`src/hw/urd_pkg.sv`:
```
// package for the usb bus resistor decoder: register map, field layout, types
package urd_pkg;

   ////////////////////////////////////////////////////////////////////////////
   // bus geometry
   localparam int unsigned URD_ADDR_W = 4;
   localparam int unsigned URD_DATA_W = 32;

   // register byte offsets
   localparam logic [URD_ADDR_W-1:0] URD_OFS_CTRL   = 4'h0;
   localparam logic [URD_ADDR_W-1:0] URD_OFS_STATUS = 4'h4;

   // axi responses
   localparam logic [1:0] URD_RESP_OKAY   = 2'h0;
   localparam logic [1:0] URD_RESP_SLVERR = 2'h2;

   ////////////////////////////////////////////////////////////////////////////
   // operating-mode and transceiver-select encodings
   localparam logic [1:0] URD_OPM_NORMAL   = 2'h0;
   localparam logic [1:0] URD_OPM_NONDRIVE = 2'h1;
   localparam logic [1:0] URD_OPM_NOSTUFF  = 2'h2;
   localparam logic [1:0] URD_XCVR_HS      = 2'h0;
   localparam logic [1:0] URD_XCVR_FS      = 2'h1;
   localparam logic [1:0] URD_XCVR_LS      = 2'h2;

   // control register layout, low bits of the word (bit 6 down to bit 0)
   typedef struct packed {
      logic       dminus_pulldown_request;   // bit 6
      logic       dplus_pulldown_request;    // bit 5
      logic [1:0] operating_mode_field;      // bits 4:3
      logic       termination_select;        // bit 2
      logic [1:0] transceiver_speed_select;  // bits 1:0
   } urd_ctrl_t;

   localparam int unsigned URD_CTRL_W = $bits(urd_ctrl_t);

   // status register layout: resistor enables (bit 3 down to bit 0)
   typedef struct packed {
      logic highspeed_termination_enable;    // bit 3
      logic dminus_pulldown_enable;          // bit 2
      logic dplus_pulldown_enable;           // bit 1
      logic dplus_pullup_enable;             // bit 0
   } urd_res_t;

   localparam int unsigned URD_RES_W = $bits(urd_res_t);

   // power-up signalling state: full-speed select, both pull-downs requested
   localparam urd_ctrl_t URD_CTRL_RST = '{
      dminus_pulldown_request:  1'b1,
      dplus_pulldown_request:   1'b1,
      operating_mode_field:     URD_OPM_NORMAL,
      termination_select:       1'b0,
      transceiver_speed_select: URD_XCVR_FS
   };

   localparam urd_res_t URD_RES_RST = '{
      highspeed_termination_enable: 1'b0,
      dminus_pulldown_enable:       1'b1,
      dplus_pulldown_enable:        1'b1,
      dplus_pullup_enable:          1'b0
   };

endpackage : urd_pkg

```
`src/hw/urd_decoder.sv`:
```
// usb bus resistor decoder with an axi4-lite register slave
//////////////////////////////////////////////////////////////////////////////
//
// The address map and the AXI4-Lite slave port were left to the implementer.

module urd_decoder
   import urd_pkg::*;
(
   // clock, reset, enable
   input  wire  logic                  clk_i,
   input  wire  logic                  rst_i,
   input  wire  logic                  ce_i,
   // axi4-lite write address
   input  wire  logic                  s_axi_awvalid,
   output logic                        s_axi_awready,
   input  wire  logic [URD_ADDR_W-1:0] s_axi_awaddr,
   // axi4-lite write data
   input  wire  logic                  s_axi_wvalid,
   output logic                        s_axi_wready,
   input  wire  logic [URD_DATA_W-1:0] s_axi_wdata,
   input  wire  logic [3:0]            s_axi_wstrb,
   // axi4-lite write response
   output logic                        s_axi_bvalid,
   input  wire  logic                  s_axi_bready,
   output logic [1:0]                  s_axi_bresp,
   // axi4-lite read address
   input  wire  logic                  s_axi_arvalid,
   output logic                        s_axi_arready,
   input  wire  logic [URD_ADDR_W-1:0] s_axi_araddr,
   // axi4-lite read data
   output logic                        s_axi_rvalid,
   input  wire  logic                  s_axi_rready,
   output logic [URD_DATA_W-1:0]       s_axi_rdata,
   output logic [1:0]                  s_axi_rresp,
   // resistor enables toward the analog front end
   output urd_res_t                    resistor_en_o
);

   ////////////////////////////////////////////////////////////////////////////
   // whole block state in one record
   typedef struct packed {
      urd_ctrl_t             ctrl;
      urd_res_t              res;
      logic                  aw_got;
      logic [URD_ADDR_W-1:0] aw_addr;
      logic                  w_got;
      logic [URD_CTRL_W-1:0] w_data;
      logic                  w_lane0;
      logic                  awready;
      logic                  wready;
      logic                  bvalid;
      logic [1:0]            bresp;
      logic                  arready;
      logic                  rvalid;
      logic [1:0]            rresp;
      logic [URD_DATA_W-1:0] rdata;
   } urd_state_t;

   urd_state_t st_r;
   urd_state_t st_nxt;
   logic       wr_fire;
   logic       rd_fire;

   ////////////////////////////////////////////////////////////////////////////
   // field decode: non-driving mode overrides every other field
   function automatic urd_res_t urd_decode(input urd_ctrl_t c);
      urd_res_t r;
      logic     drive;
      drive = (c.operating_mode_field != URD_OPM_NONDRIVE);
      r.dplus_pulldown_enable  = c.dplus_pulldown_request  & drive;
      r.dminus_pulldown_enable = c.dminus_pulldown_request & drive;
      r.dplus_pullup_enable    = c.termination_select
                               & ~c.dplus_pulldown_request & drive;
      r.highspeed_termination_enable =
         (c.transceiver_speed_select == URD_XCVR_HS)
         & ~c.termination_select & drive;
      // resume and test j/k rows fall out of the same four equations
      return r;
   endfunction

   // a write completes once both address and data are held
   assign wr_fire = st_r.aw_got & st_r.w_got & ~st_r.bvalid;
   // a read is taken only while no read data is pending
   assign rd_fire = s_axi_arvalid & st_r.arready;

   ////////////////////////////////////////////////////////////////////////////
   // next-state logic
   always_comb begin
      st_nxt = st_r;

      // address and data may arrive in either order, each held until used
      if (s_axi_awvalid && st_r.awready) begin
         st_nxt.aw_got  = 1'b1;
         st_nxt.aw_addr = s_axi_awaddr;
      end
      if (s_axi_wvalid && st_r.wready) begin
         st_nxt.w_got   = 1'b1;
         st_nxt.w_data  = s_axi_wdata[URD_CTRL_W-1:0];
         st_nxt.w_lane0 = s_axi_wstrb[0];
      end

      // commit the write; only byte lane 0 carries control bits
      if (wr_fire) begin
         st_nxt.aw_got = 1'b0;
         st_nxt.w_got  = 1'b0;
         st_nxt.bvalid = 1'b1;
         if (st_r.aw_addr == URD_OFS_CTRL) begin
            st_nxt.bresp = URD_RESP_OKAY;
            if (st_r.w_lane0) begin
               st_nxt.ctrl = urd_ctrl_t'(st_r.w_data);
            end
         end else if (st_r.aw_addr == URD_OFS_STATUS) begin
            st_nxt.bresp = URD_RESP_OKAY;                                 // read-only, write dropped
         end else begin
            st_nxt.bresp = URD_RESP_SLVERR;
         end
      end else if (st_r.bvalid && s_axi_bready) begin
         st_nxt.bvalid = 1'b0;
      end

      // ready stays low while the slot is full or a response waits
      st_nxt.awready = ~st_nxt.aw_got & ~st_nxt.bvalid;
      st_nxt.wready  = ~st_nxt.w_got  & ~st_nxt.bvalid;

      // read path: one outstanding read, answered the cycle after it is taken
      if (rd_fire) begin
         st_nxt.rvalid = 1'b1;
         st_nxt.rdata  = '0;
         if (s_axi_araddr == URD_OFS_CTRL) begin
            st_nxt.rresp = URD_RESP_OKAY;
            st_nxt.rdata[URD_CTRL_W-1:0] = st_r.ctrl;
         end else if (s_axi_araddr == URD_OFS_STATUS) begin
            st_nxt.rresp = URD_RESP_OKAY;
            st_nxt.rdata[URD_RES_W-1:0] = st_r.res;
         end else begin
            st_nxt.rresp = URD_RESP_SLVERR;
         end
      end else if (st_r.rvalid && s_axi_rready) begin
         st_nxt.rvalid = 1'b0;
      end
      st_nxt.arready = ~st_nxt.rvalid;

      // enables follow the fields; registered so the pins never glitch
      st_nxt.res = urd_decode(st_r.ctrl);
   end

   ////////////////////////////////////////////////////////////////////////////
   // state register; clock enable freezes everything except reset
   always_ff @(posedge clk_i) begin
      if (rst_i) begin
         st_r         <= '0;
         st_r.ctrl    <= URD_CTRL_RST;
         st_r.res     <= URD_RES_RST;
         st_r.awready <= 1'b1;
         st_r.wready  <= 1'b1;
         st_r.arready <= 1'b1;
      end else if (ce_i) begin
         st_r <= st_nxt;
      end
   end

   ////////////////////////////////////////////////////////////////////////////
   // outputs straight from the state register
   assign s_axi_awready = st_r.awready;
   assign s_axi_wready  = st_r.wready;
   assign s_axi_bvalid  = st_r.bvalid;
   assign s_axi_bresp   = st_r.bresp;
   assign s_axi_arready = st_r.arready;
   assign s_axi_rvalid  = st_r.rvalid;
   assign s_axi_rdata   = st_r.rdata;
   assign s_axi_rresp   = st_r.rresp;
   assign resistor_en_o = st_r.res;

   // helper views of the current fields
   urd_ctrl_t c;
   assign c = st_r.ctrl;
endmodule // urd_decoder

```
`config.mk`:
```
export PLATFORM = sky130hd
export DESIGN_NAME = urd_decoder
export DESIGN_NICKNAME = d
export VERILOG_FILES = /design/src/hw/urd_pkg.sv /design/src/hw/urd_decoder.sv
export SDC_FILE = /design/constraint.sdc
export NUM_CORES = 1
export LEC_CHECK = 0
export ABC_AREA = 1
export BUFFER_PORTS_ARGS = -buffer_cell sky130_fd_sc_hd__buf_4
export CORE_MARGIN = 2
export CORE_UTILIZATION = 43
export CTS_BUF_LIST = sky130_fd_sc_hd__clkbuf_4
export CTS_CLUSTER_SIZE = 30
export DETAILED_ROUTE_END_ITERATION = 16
export PLACE_DENSITY = 0.79
export REMOVE_ABC_BUFFERS = 1
export SLEW_MARGIN = 20
export SYNTH_ARGS = -nofsm -noshare
export SYNTH_HDL_FRONTEND = slang
export SYNTH_SLANG_ARGS = --single-unit
export TNS_END_PERCENT = 100
```
`constraint.sdc`:
```
create_clock -name clk_i -period 0.9 [get_ports clk_i]
set_input_delay 0.135 -clock clk_i [delete_from_list [all_inputs] [get_ports clk_i]]
set_output_delay 0.135 -clock clk_i [all_outputs]
set_load 0.05 [all_outputs]
```
# After elaboration in Yosys (flattened, before gate mapping)
# Index checks and enable logic that the tools add are counted.
[totals]
wordCells = 70
inputBits = 52
output_inout_bits = 45
regBits = 41
[op_classes]
n_mux = 15
bitwise_logic = 18
eq_ne = 3
reduce_logical = 12
[op_table]
columns = ["op", "n"]
rows = [
  ["bitwise AND 1 bit", 11],
  ["two-way mux 9 bit", 1],
  ["== test 4 x 3 -> 1 bit, second input constant", 2],
  ["zero test 4 bit", 2],
  ["two-way mux 2 bit", 4],
  ["two-way mux 4 bit", 2],
  ["AND reduction 2 bit", 4],
  ["NOT 1 bit", 7],
  ["two-way mux 1 bit", 6],
  ["two-way mux 5 bit", 1],
  ["logical AND 1 bit", 4],
  ["AND reduction 4 bit", 1],
  ["two-way mux 3 bit", 1],
  ["zero test 2 bit", 1],
  ["inequality test 2 x 1 -> 1 bit, second input constant", 1],
]

# Longest topological paths before layout
# Gate-level depths: netlist of the first run.
[logic_depth]
word_depth = 5
depth_mapped = 7
depth_no_buf = 7

# Worst setup path after synthesis of the first run
# OpenSTA, ideal clock, no wires.
[synth_timing]
path_type = "register -> register"
start = "register st_r, in the netlist s_axi_bvalid"
end = "register st_r, in the netlist c[1]"
required_ns = 0.788
path_slack_ns = -0.450
setup_time_ns = 0.112
arrival_time_ns = 1.237
period_less_slack_ns = 1.350
path_stages_with_launch = 8
n_path_buf = 0
path_cell_list = "dfxtp_1 -> inv_1 -> nand3_4 -> nor2_8 -> nand2_4 -> clkinv_4 -> nor2_1 -> nor2_2"
[synth_between]
elab_chain_cells = 3
[synth_rtl]
columns = ["element", "line", "rtl"]
rows = [
  ["start, declared", "urd_decoder.sv:59", "urd_state_t st_r;"],
  ["start signal, assigned", "urd_decoder.sv:158", "st_r <= st_nxt;"],
  ["NOT 1 bit", "urd_decoder.sv:82", "assign wr_fire = st_r.aw_got & st_r.w_got & ~st_r.bvalid;"],
  ["bitwise AND 1 bit", "urd_decoder.sv:82", ""],
  ["AND reduction 4 bit (no line)", "--", ""],
]
# No other way between the ends.
# A chain may end at the register's enable or synchronous reset.

# Worst setup path after layout of the first run
[layout_timing]
start = "register st_r, in the netlist s_axi_arready"
end = "register st_r, in the netlist s_axi_rdata[6]"
[layout_between]
elab_chain_cells = 2
[layout_rtl]
columns = ["element", "line", "rtl"]
rows = [
  ["bitwise AND 1 bit", "urd_decoder.sv:84", "assign rd_fire = s_axi_arvalid & st_r.arready;"],
  ["AND reduction 2 bit (no line)", "--", ""],
]
# No other way between the ends.

==> metrics.txt, run 1 <==
run status=finished, violations left; failing checks=negative setup slack; CTS tree=yes; worst path required time=1.18 ns; DRT Pass-1 Iters=5; initial antenna violation count=0; Chip Height=71.3 um; Die ar.=5080 um^2; most area-consuming cells after synthesis=dfxtp_1, buf_4, a21oi_1; Syn Inst Count=248; Yosys reg bits=39; FP Rows=24; clk_lat worst skew=0.36 ns; nets=368; Placer Congestion=0.799; Yosys warnings=0; XOR/XNOR Fraction of Synth Area=0%; Fin Clk Skew=0.0111 ns; proportion of layout cells with a drive suffix above 1=53.3%; LEAKAGE=0.00128 uW; VDD IR max=749 uV; H-tree Lvls=2; detailed placer's ending HPWL=2690 um; Pwr per Cell Area=1420 nW/um^2; final hold vios=0; Core ar.=4350 um^2; Crit Path Class=reg -> reg; area share of fa/ha/maj cells after synthesis=0%; multi-input logic area=1040 um^2; async set-reset flop share out of synthesis=0%; proportion of synthesized area in mux cells=0%; register area share after synthesis=40.1%; vias in the first global route=1662; Sink Count=39; Routed WL=4760 um; post-layout minimum cycle time=1.11 ns; Routed Antenna Nets=0; worst-path maximum fanout=5; io pins=97; 1st-iter DRT viols=77; Critical Path Sink Type=register; vias=1770; DR vias/cell=4.80; Synth Area in Simple Gates=23.7%; Critical-path top delay cell=dfxtp_2; largest net degree at the start of global routing=25; Routed wire per std cell=12.9 um; Layout area overhead=47.7%; post-route DRC violation count=0; Synth cell types=25; Slew Limit Fails=0; synthesized area per cell=7.85 um^2; CP arrival=1.39 ns; Primary FF master, synth=dfxtp_1; die outline width=71.3 um; Clock transition at path regs=0.11 ns; register area=813 um^2; RSZ-0062 raised after global routing=yes; setup slack after placement=-0.119 ns; GRT Overall Usage=18.1%; list of most frequent post-synthesis cells=buf_4, dfxtp_1, nand2_1; CP startpoint kind=register; max-cap viol count=0; effective utilization at floorplan=44.7%; Synth Area in Compound Gates=13.1%; max frequency=900 MHz; endpoints failing setup=47; hold_buf cts=0; final setup TNS=-4.87 ns; number of flops mapped to enable cells by yosys=0; first-pass GRT wire length=7200 um; largest family of logic cells by synthesized area=simple AND/OR/NAND/NOR gates; CTS buffer count=5; # port buffers=41; final worst path period share=123%; Final Core Density=66.0%; # fillers=339; share of Yosys cell area claimed by the top area cell type=40.1%; grt ovf=0; clk buf depth=2; worst path cell trace=buf_6 -> nand3_4 -> nor2_4 -> nand2_1 -> a21oi_1; post-route setup slack=-0.211 ns; antenna cells=0; clk root buf=clkbuf_4; Largest stage delay, worst path=0.36 ns; Yosys top cell by area=dfxtp_1; HP Class=in -> reg; Mapped Area=1950 um^2; most numerous cell in the Yosys netlist=buf_4
## state kept, by name (all words and copies together) (netlist names)
signal / cells
st_r: 14
c: 7
s_axi_rdata: 7
resistor_en_o: 4
s_axi_arready: 1
s_axi_awready: 1
s_axi_bresp: 1
s_axi_bvalid: 1
s_axi_rresp: 1
s_axi_rvalid: 1
s_axi_wready: 1
## path summary, 6_finish.rpt
check        cells past startpoint      startpoint  slack (ns)        endpoint
max                              5   s_axi_arready       -0.21  s_axi_rdata[6]
max reg2reg                      5   s_axi_arready       -0.21  s_axi_rdata[6]
min reg2reg                      2        st_r[47]        0.47        st_r[47]
min                              3  s_axi_wdata[0]        0.02        st_r[42]
## critical path, delay by kind of cell (launching register included)
family | cells | cell delay, ns
AO/OA/AOI/OAI | 1 | 0.16
buffers and inverters | 1 | 0.10
flip-flops | 1 | 0.36
AND/OR/NAND/NOR | 3 | 0.41
## report_power, final
group          switching (uW)  internal, uW  leakage [uW]
logic                     681           368      0.000910
registers                50.6          1800      0.000325
clock network             605           571     0.0000426
total                    1340          2740       0.00128
## layout by cell type (no fill, tap or decap), types with 2 or more instances in the layout
cell type,netlist,routed
nor2_2,6,7
nand3_2,2,4
nor3_1,2,2
dfxtp_4,0,2
nor2_1,10,8
buf_6,2,14
buf_8,0,17
inv_1,22,22
clkbuf_4,0,5
nand3_1,21,19
nand2_4,1,3
a21oi_1,30,12
nand2_1,36,24
nand4_1,2,2
dfxtp_2,0,20
o21ai_1,2,11
nand2_2,1,11
buf_4,41,45
conb_1,1,27
nor2_8,2,2
a21oi_2,0,18
o21ai_2,0,6
nand3_4,2,5
o21ai_0,19,3
nor2_4,1,3
dfxtp_1,39,17
## kinds of logic (layout without fill, tap and decap cells)
logic type,after synthesis,after routing
and+or+nand+nor,86,90
DFF,39,39
AOI/OAI and AO/OA,51,51
other,1,27
buffers and inverters,71,110
## what timing repair did
item,in CTS,in global routing
pin swaps,2,20
gates resized for setup,72,67
buffers inserted,12,9
endpoints found under the setup margin,45,54
gates cloned,3,1
## routing by layer
layer  track usage (%)  wire, um  up-vias
li1                  -         -      879
met1              19.8      1870      836
met2              32.6      2600       49
met3              5.34       225        6
met4              7.13        69        0
met5                 0         0        -
## area by class of cell
cell class | instances | share of cell area (%)
flip-flops and latches | 39 | 28.3
clock inverters | 3 | 1.35
inverters | 25 | 3.70
well taps | 52 | 2.26
repair buffers | 77 | 26.8
multi-input cells | 168 | 36.3
clock buffers | 5 | 1.31
## metrics by stage
stage | hold slack (ns) | instance area, um^2 | cells | total power, uW
2_1_floorplan | 0.204 | 1700 | 228 | 2410
3_3_place_gp | 0.405 | 2210 | 338 | 2670
3_5_place_dp | 0.406 | 2210 | 338 | 2680
4_1_cts | 0.0306 | 2610 | 361 | 3970
5_1_grt | 0.00845 | 2880 | 369 | 4250
6_report | 0.0201 | 2880 | 369 | 4080
Power figures use the tool's default switching activity.
==> run 2: changes to the inputs <==
--- a/config.mk
+++ b/config.mk
@@ -13,6 +13,7 @@
 export CTS_CLUSTER_SIZE = 30
 export DETAILED_ROUTE_END_ITERATION = 16
 export PLACE_DENSITY = 0.79
+export RECOVER_POWER = 50
 export REMOVE_ABC_BUFFERS = 1
 export SLEW_MARGIN = 20
 export SYNTH_ARGS = -nofsm -noshare
==> run 2 against run 1 <==
  * Sequential share of layout area hardly changed
  * Worst hold slack worse by 0.0070 ns
  * The run still ends with negative setup slack left
  * Largest power group unchanged
  * Via count is 0.51% higher
  * Count of clock-buffer cells in the layout stayed put
  * Cell count stayed put
  * Critical path depth stayed put
  * First-iteration DRC count is 1.3% lower
  * Maximum frequency is 0.30% higher
  * Clock power hardly changed
==> metrics.txt, run 2 (synthesis results as in run 1) <==
Largest Register=st_r; Final Core Density=66.0%; final worst path period share=123%; setup slack after placement=-0.119 ns; Die ar.=5080 um^2; nets=368; post-route DRC violation count=0; P_sw=1350 uW; power share of the combinational group=25.6%; final hold vios=0; commonest cells after routing, fill and taps aside=buf_4, conb_1, nand2_1; Critical Path Sink Type=register; Pwr per Cell Area=1420 nW/um^2; internal power=2740 uW; # fillers=340; Crit Path Class=reg -> reg; worst path cell trace=buf_6 -> nand3_4 -> nor2_4 -> nand2_1 -> a21oi_1; Slew Limit Fails=0; Routed WL=4770 um; Critical-path top delay cell=dfxtp_2; LEAKAGE=0.00128 uW; Layout area overhead=47.6%; worst path required time=1.18 ns; largest net degree at the start of global routing=25; max-cap viol count=0; Reg-to-Reg Start=s_axi_arready; endpoints failing setup=47; vias in the first global route=1662; hold_buf cts=0; Sink Count=39; clk root buf=clkbuf_4; leading cell type in the layout, fill and taps excluded=buf_4; Worst Hold Depth=3; Largest stage delay, worst path=0.36 ns; CTS buffer count=5; Sequential Power Share=45.4%; proportion of layout cells with a drive suffix above 1=53.0%; FP Rows=24; run status=finished, violations left; worst-path maximum fanout=5; CP startpoint kind=register; GRT Overall Usage=18.1%; clk buf depth=2; HP Class=in -> reg; DR vias/cell=4.82; non-filler instance count after layout=369; vias=1779; final setup TNS=-4.91 ns; worst hold endpoint=st_r[42]; DRT Pass-1 Iters=4; io pins=97; worst min-delay path startpoint=s_axi_wdata[0]; antenna cells=0; Clock transition at path regs=0.12 ns; Largest register FFs=14; Routed Antenna Nets=0; clk_lat worst skew=0.37 ns; FF-to-FF path depth=5; VDD IR max=749 uV; Core ar.=4350 um^2; Clock power frac=29.0%; post-route setup slack=-0.207 ns; H-tree Lvls=2; placed insts=338; post-layout minimum cycle time=1.11 ns; 1st-iter DRT viols=76; # port buffers=41; RSZ-0062 raised after global routing=yes; CTS tree=yes; Chip Height=71.3 um; effective utilization at floorplan=44.7%; reg-to-reg setup timing slack=-0.21 ns; detailed placer's ending HPWL=2690 um; Fin Clk Skew=0.0109 ns; failing checks=negative setup slack; die outline width=71.3 um; first-pass GRT wire length=7200 um; register area=812 um^2; grt ovf=0; FF-to-FF End=s_axi_rdata[6]; multi-input logic area=1040 um^2; Routed wire per std cell=12.9 um; initial antenna violation count=0; Final Total Pwr=4090 uW; CP arrival=1.39 ns; Placer Congestion=0.799; max frequency=903 MHz; sw frac=32.9%
-- run 2: changes by cell type in the layout (fill, tap and decap cells not counted) --
cell / before / now
buf_4: 45 / 44
clkbuf_4: 5 / 6
dfxtp_1: 17 / 18
dfxtp_2: 20 / 19
-- run 2: worst max-delay path by stage --
stage | from | end | slack, ns | cells past startpoint
global placement | st_r[50] | c[0] | -0.1 | 6
CTS | s_axi_bvalid | s_axi_bvalid | -0.19 | 2
finish | s_axi_arready | s_axi_rdata[6] | -0.21 | 5
global route | s_axi_arready | s_axi_rdata[6] | -0.30 | 5
detailed placement | st_r[50] | c[6] | -0.12 | 6
floorplan | s_axi_wready | st_r[41] | -0.46 | 3
-- run 2: through the flow --
stage	cell area, um^2	hold WS, ns
floorplan	1700	0.204
global placement	2210	0.405
detailed placement	2210	0.406
CTS	2610	0.0306
global route	2870	0.00845
finish	2870	0.0131
-- run 2: timing repair --
item                                   CTS  global route
setup buffers                           12             9
setup endpoints to repair               45            54
cloned                                   3             1
pin swaps                                2            20
resized for setup                       72            67
endpoints found under the hold margin    0             0
-- run 2: area by class of cell --
cell class | instances | share of cell area (%)
flip-flops and latches | 39 | 28.3
inverters | 25 | 3.70
multi-input cells | 168 | 36.3
well taps | 52 | 2.26
clock inverters | 3 | 1.35
repair buffers | 77 | 26.8
clock buffers | 5 | 1.31
-- run 2: metal layers --
layer	up-vias	wire [um]	global-route usage (%)
li1	879	-	-
met1	846	1880	19.8
met2	48	2580	32.6
met3	6	231	5.34
met4	0	70	7.13
met5	-	0	0
-- run 2: power groups by stage --
stage / Clock, uW / Combinational (uW) / Sequential [uW]
global placement: 0 / 789 / 1880
finish: 1190 / 1050 / 1850
floorplan: 0 / 440 / 1970
global route: 1270 / 1110 / 1860
CTS: 1180 / 936 / 1850
detailed placement: 0 / 797 / 1880
-- run 2: critical path, delay by kind of cell (launching register included) --
kind / cells / cell delay (ns)
buf+inv: 1 / 0.10
flops: 1 / 0.36
compound gates: 1 / 0.16
simple gates: 3 / 0.41
==> run 3: changes to the inputs <==
--- a/config.mk
+++ b/config.mk
@@ -15,6 +15,7 @@
 export PLACE_DENSITY = 0.79
 export RECOVER_POWER = 50
 export REMOVE_ABC_BUFFERS = 1
+export SETUP_SLACK_MARGIN = 0.3
 export SLEW_MARGIN = 20
 export SYNTH_ARGS = -nofsm -noshare
 export SYNTH_HDL_FRONTEND = slang
==> run 3 against run 2 <==
  * The flow still finishes with violations (negative setup slack)
  * Via count rose by 0.79%
  * Register-to-register slack improved by 0.04 ns
  * Global-route usage is 0.86 points higher
==> metrics.txt, run 3 (synthesis results as in run 1) <==
proportion of layout cells with a drive suffix above 1=55.5%; worst path required time=0.76 ns; FP Rows=24; Placer Congestion=0.799; die outline width=71.3 um; DRT Pass-1 Iters=4; Core ar.=4350 um^2; first-pass GRT wire length=7560 um; Sink Count=39; Top Metal Used=met4; # port buffers=41; worst path cell trace=buf_6 -> buf_8; Largest stage delay, worst path=0.35 ns; Layout area overhead=51.2%; routed wl met2=2840 um; clk_lat worst skew=0.36 ns; Routed WL=5290 um; Slew Limit Fails=0; 1st-iter DRT viols=104; Routed wire per std cell=14.2 um; RSZ-0062 raised after global routing=yes; Clock transition at path regs=0.12 ns; placed insts=338; DR vias/cell=4.81; Critical-path top delay cell=dfxtp_2; Chip Height=71.3 um; Largest Register=st_r; vias in the first global route=1736; FF-to-FF End=s_axi_rdata[2]; hold_buf cts=0; final hold vios=0; Crit Path Class=reg -> out; Fin Clk Skew=0.0200 ns; # fillers=328; vias=1793; Routed Antenna Nets=0; family with the most delay on the worst path=flip-flops; effective utilization at floorplan=44.7%; io pins=97; CTS tree=yes; HP Class=in -> reg; final setup TNS=-5.64 ns; crit path buf inv count=2; clk buf depth=2; LEAKAGE=0.00131 uW; leading cell type in the layout, fill and taps excluded=buf_4; GRT Overall Usage=18.9%; grt ovf=0; Die ar.=5080 um^2; worst min-delay path startpoint=s_axi_wdata[1]; post-route DRC violation count=0; post-route setup slack=-0.187 ns; Critical Path Sink Type=output port; CTS buffer count=5; worst hold endpoint=st_r[43]; H-tree Lvls=2; VDD IR max=706 uV; clk root buf=clkbuf_4; failing checks=negative setup slack; largest net degree at the start of global routing=25; post-layout minimum cycle time=1.09 ns; Worst Hold Depth=3; met3 routed WL=267 um; Largest register FFs=14; Reg-to-Reg Start=s_axi_arready; commonest cells after routing, fill and taps aside=buf_4, conb_1, nand2_1; final worst path period share=121%; antenna cells=0; CP startpoint kind=register; detailed placer's ending HPWL=2690 um; worst hold-check slack=0.0321 ns; CP arrival=0.95 ns; Pwr per Cell Area=1400 nW/um^2; initial antenna violation count=0; run status=finished, violations left; FF-to-FF path depth=5; reg-to-reg setup timing slack=-0.17 ns; worst-path maximum fanout=2; endpoints failing setup=48; max-cap viol count=0; nets=372; DRT met1 WL=1970 um; max frequency=920 MHz; non-filler instance count after layout=373
-- run 3: cell types whose count changed in the layout (fill, tap and decap cells not counted), moves of 2 or more --
cell | before | now
nand2_1 | 24 | 26
o21ai_1 | 11 | 9
a21oi_1 | 12 | 10
o21ai_2 | 6 | 10
o21ai_0 | 3 | 1
nand2_2 | 11 | 9
buf_4 | 44 | 46
dfxtp_1 | 18 | 16
buf_6 | 14 | 16
dfxtp_4 | 2 | 4
-- run 3: layer usage --
metal	GRT usage, %	vias up
met5	0	-
met4	8.39	0
met3	5.77	13
met2	33.2	64
met1	21.1	829
li1	-	887
-- run 3: per-stage QoR --
step                area [um^2]  worst slack (ns)  util [%]  total power, uW
detailed placement         2210            -0.119      50.8             2680
global route               2940            -0.234      67.6             4310
CTS                        2680            -0.193      61.6             4000
global placement           2210           -0.0963      50.8             2670
finish                     2940            -0.187      67.6             4130
floorplan                  1700            -0.461         -             2410
-- run 3: what timing repair did --
action / in CTS / in global routing
buffers inserted: 14 / 9
setup endpoints to repair: 57 / 57
pin swaps: 9 / 24
gates cloned: 4 / 0
gates resized for setup: 89 / 62
-- run 3: worst register-to-register path: cells and delay by family, from the launching register on --
family	cells	cell delay, ns
AO/OA/AOI/OAI	1	0.19
AND/OR/NAND/NOR	2	0.20
flip-flops	1	0.36
buffers and inverters	2	0.25
-- run 3: layout make-up --
cell class	instances	area (um^2)	area share (%)
clock buffers	5	37.5	1.27
clock inverters	3	38.8	1.32
inverters	25	106	3.61
multi-input cells	168	1060	36.0
flip-flops and latches	39	820	27.8
well taps	52	65.1	2.21
repair buffers	81	816	27.7
-- run 3: worst max-delay path by stage --
stage,end,startpoint,cells after the start
after floorplan,st_r[41],s_axi_wready,3
after global placement,c[0],st_r[50],6
after detailed placement,c[6],st_r[50],6
after CTS,s_axi_bvalid,s_axi_bvalid,2
after global routing,s_axi_wready,s_axi_wready,2
final,s_axi_wready,s_axi_wready,2
-- run 3: where the power goes --
| group | internal, uW | switching (uW) | leakage [uW] |
|---|---|---|---|
| Clock | 572 | 615 | 0.0000426 |
| Sequential | 1800 | 55.5 | 0.000326 |
| Combinational | 385 | 702 | 0.000943 |
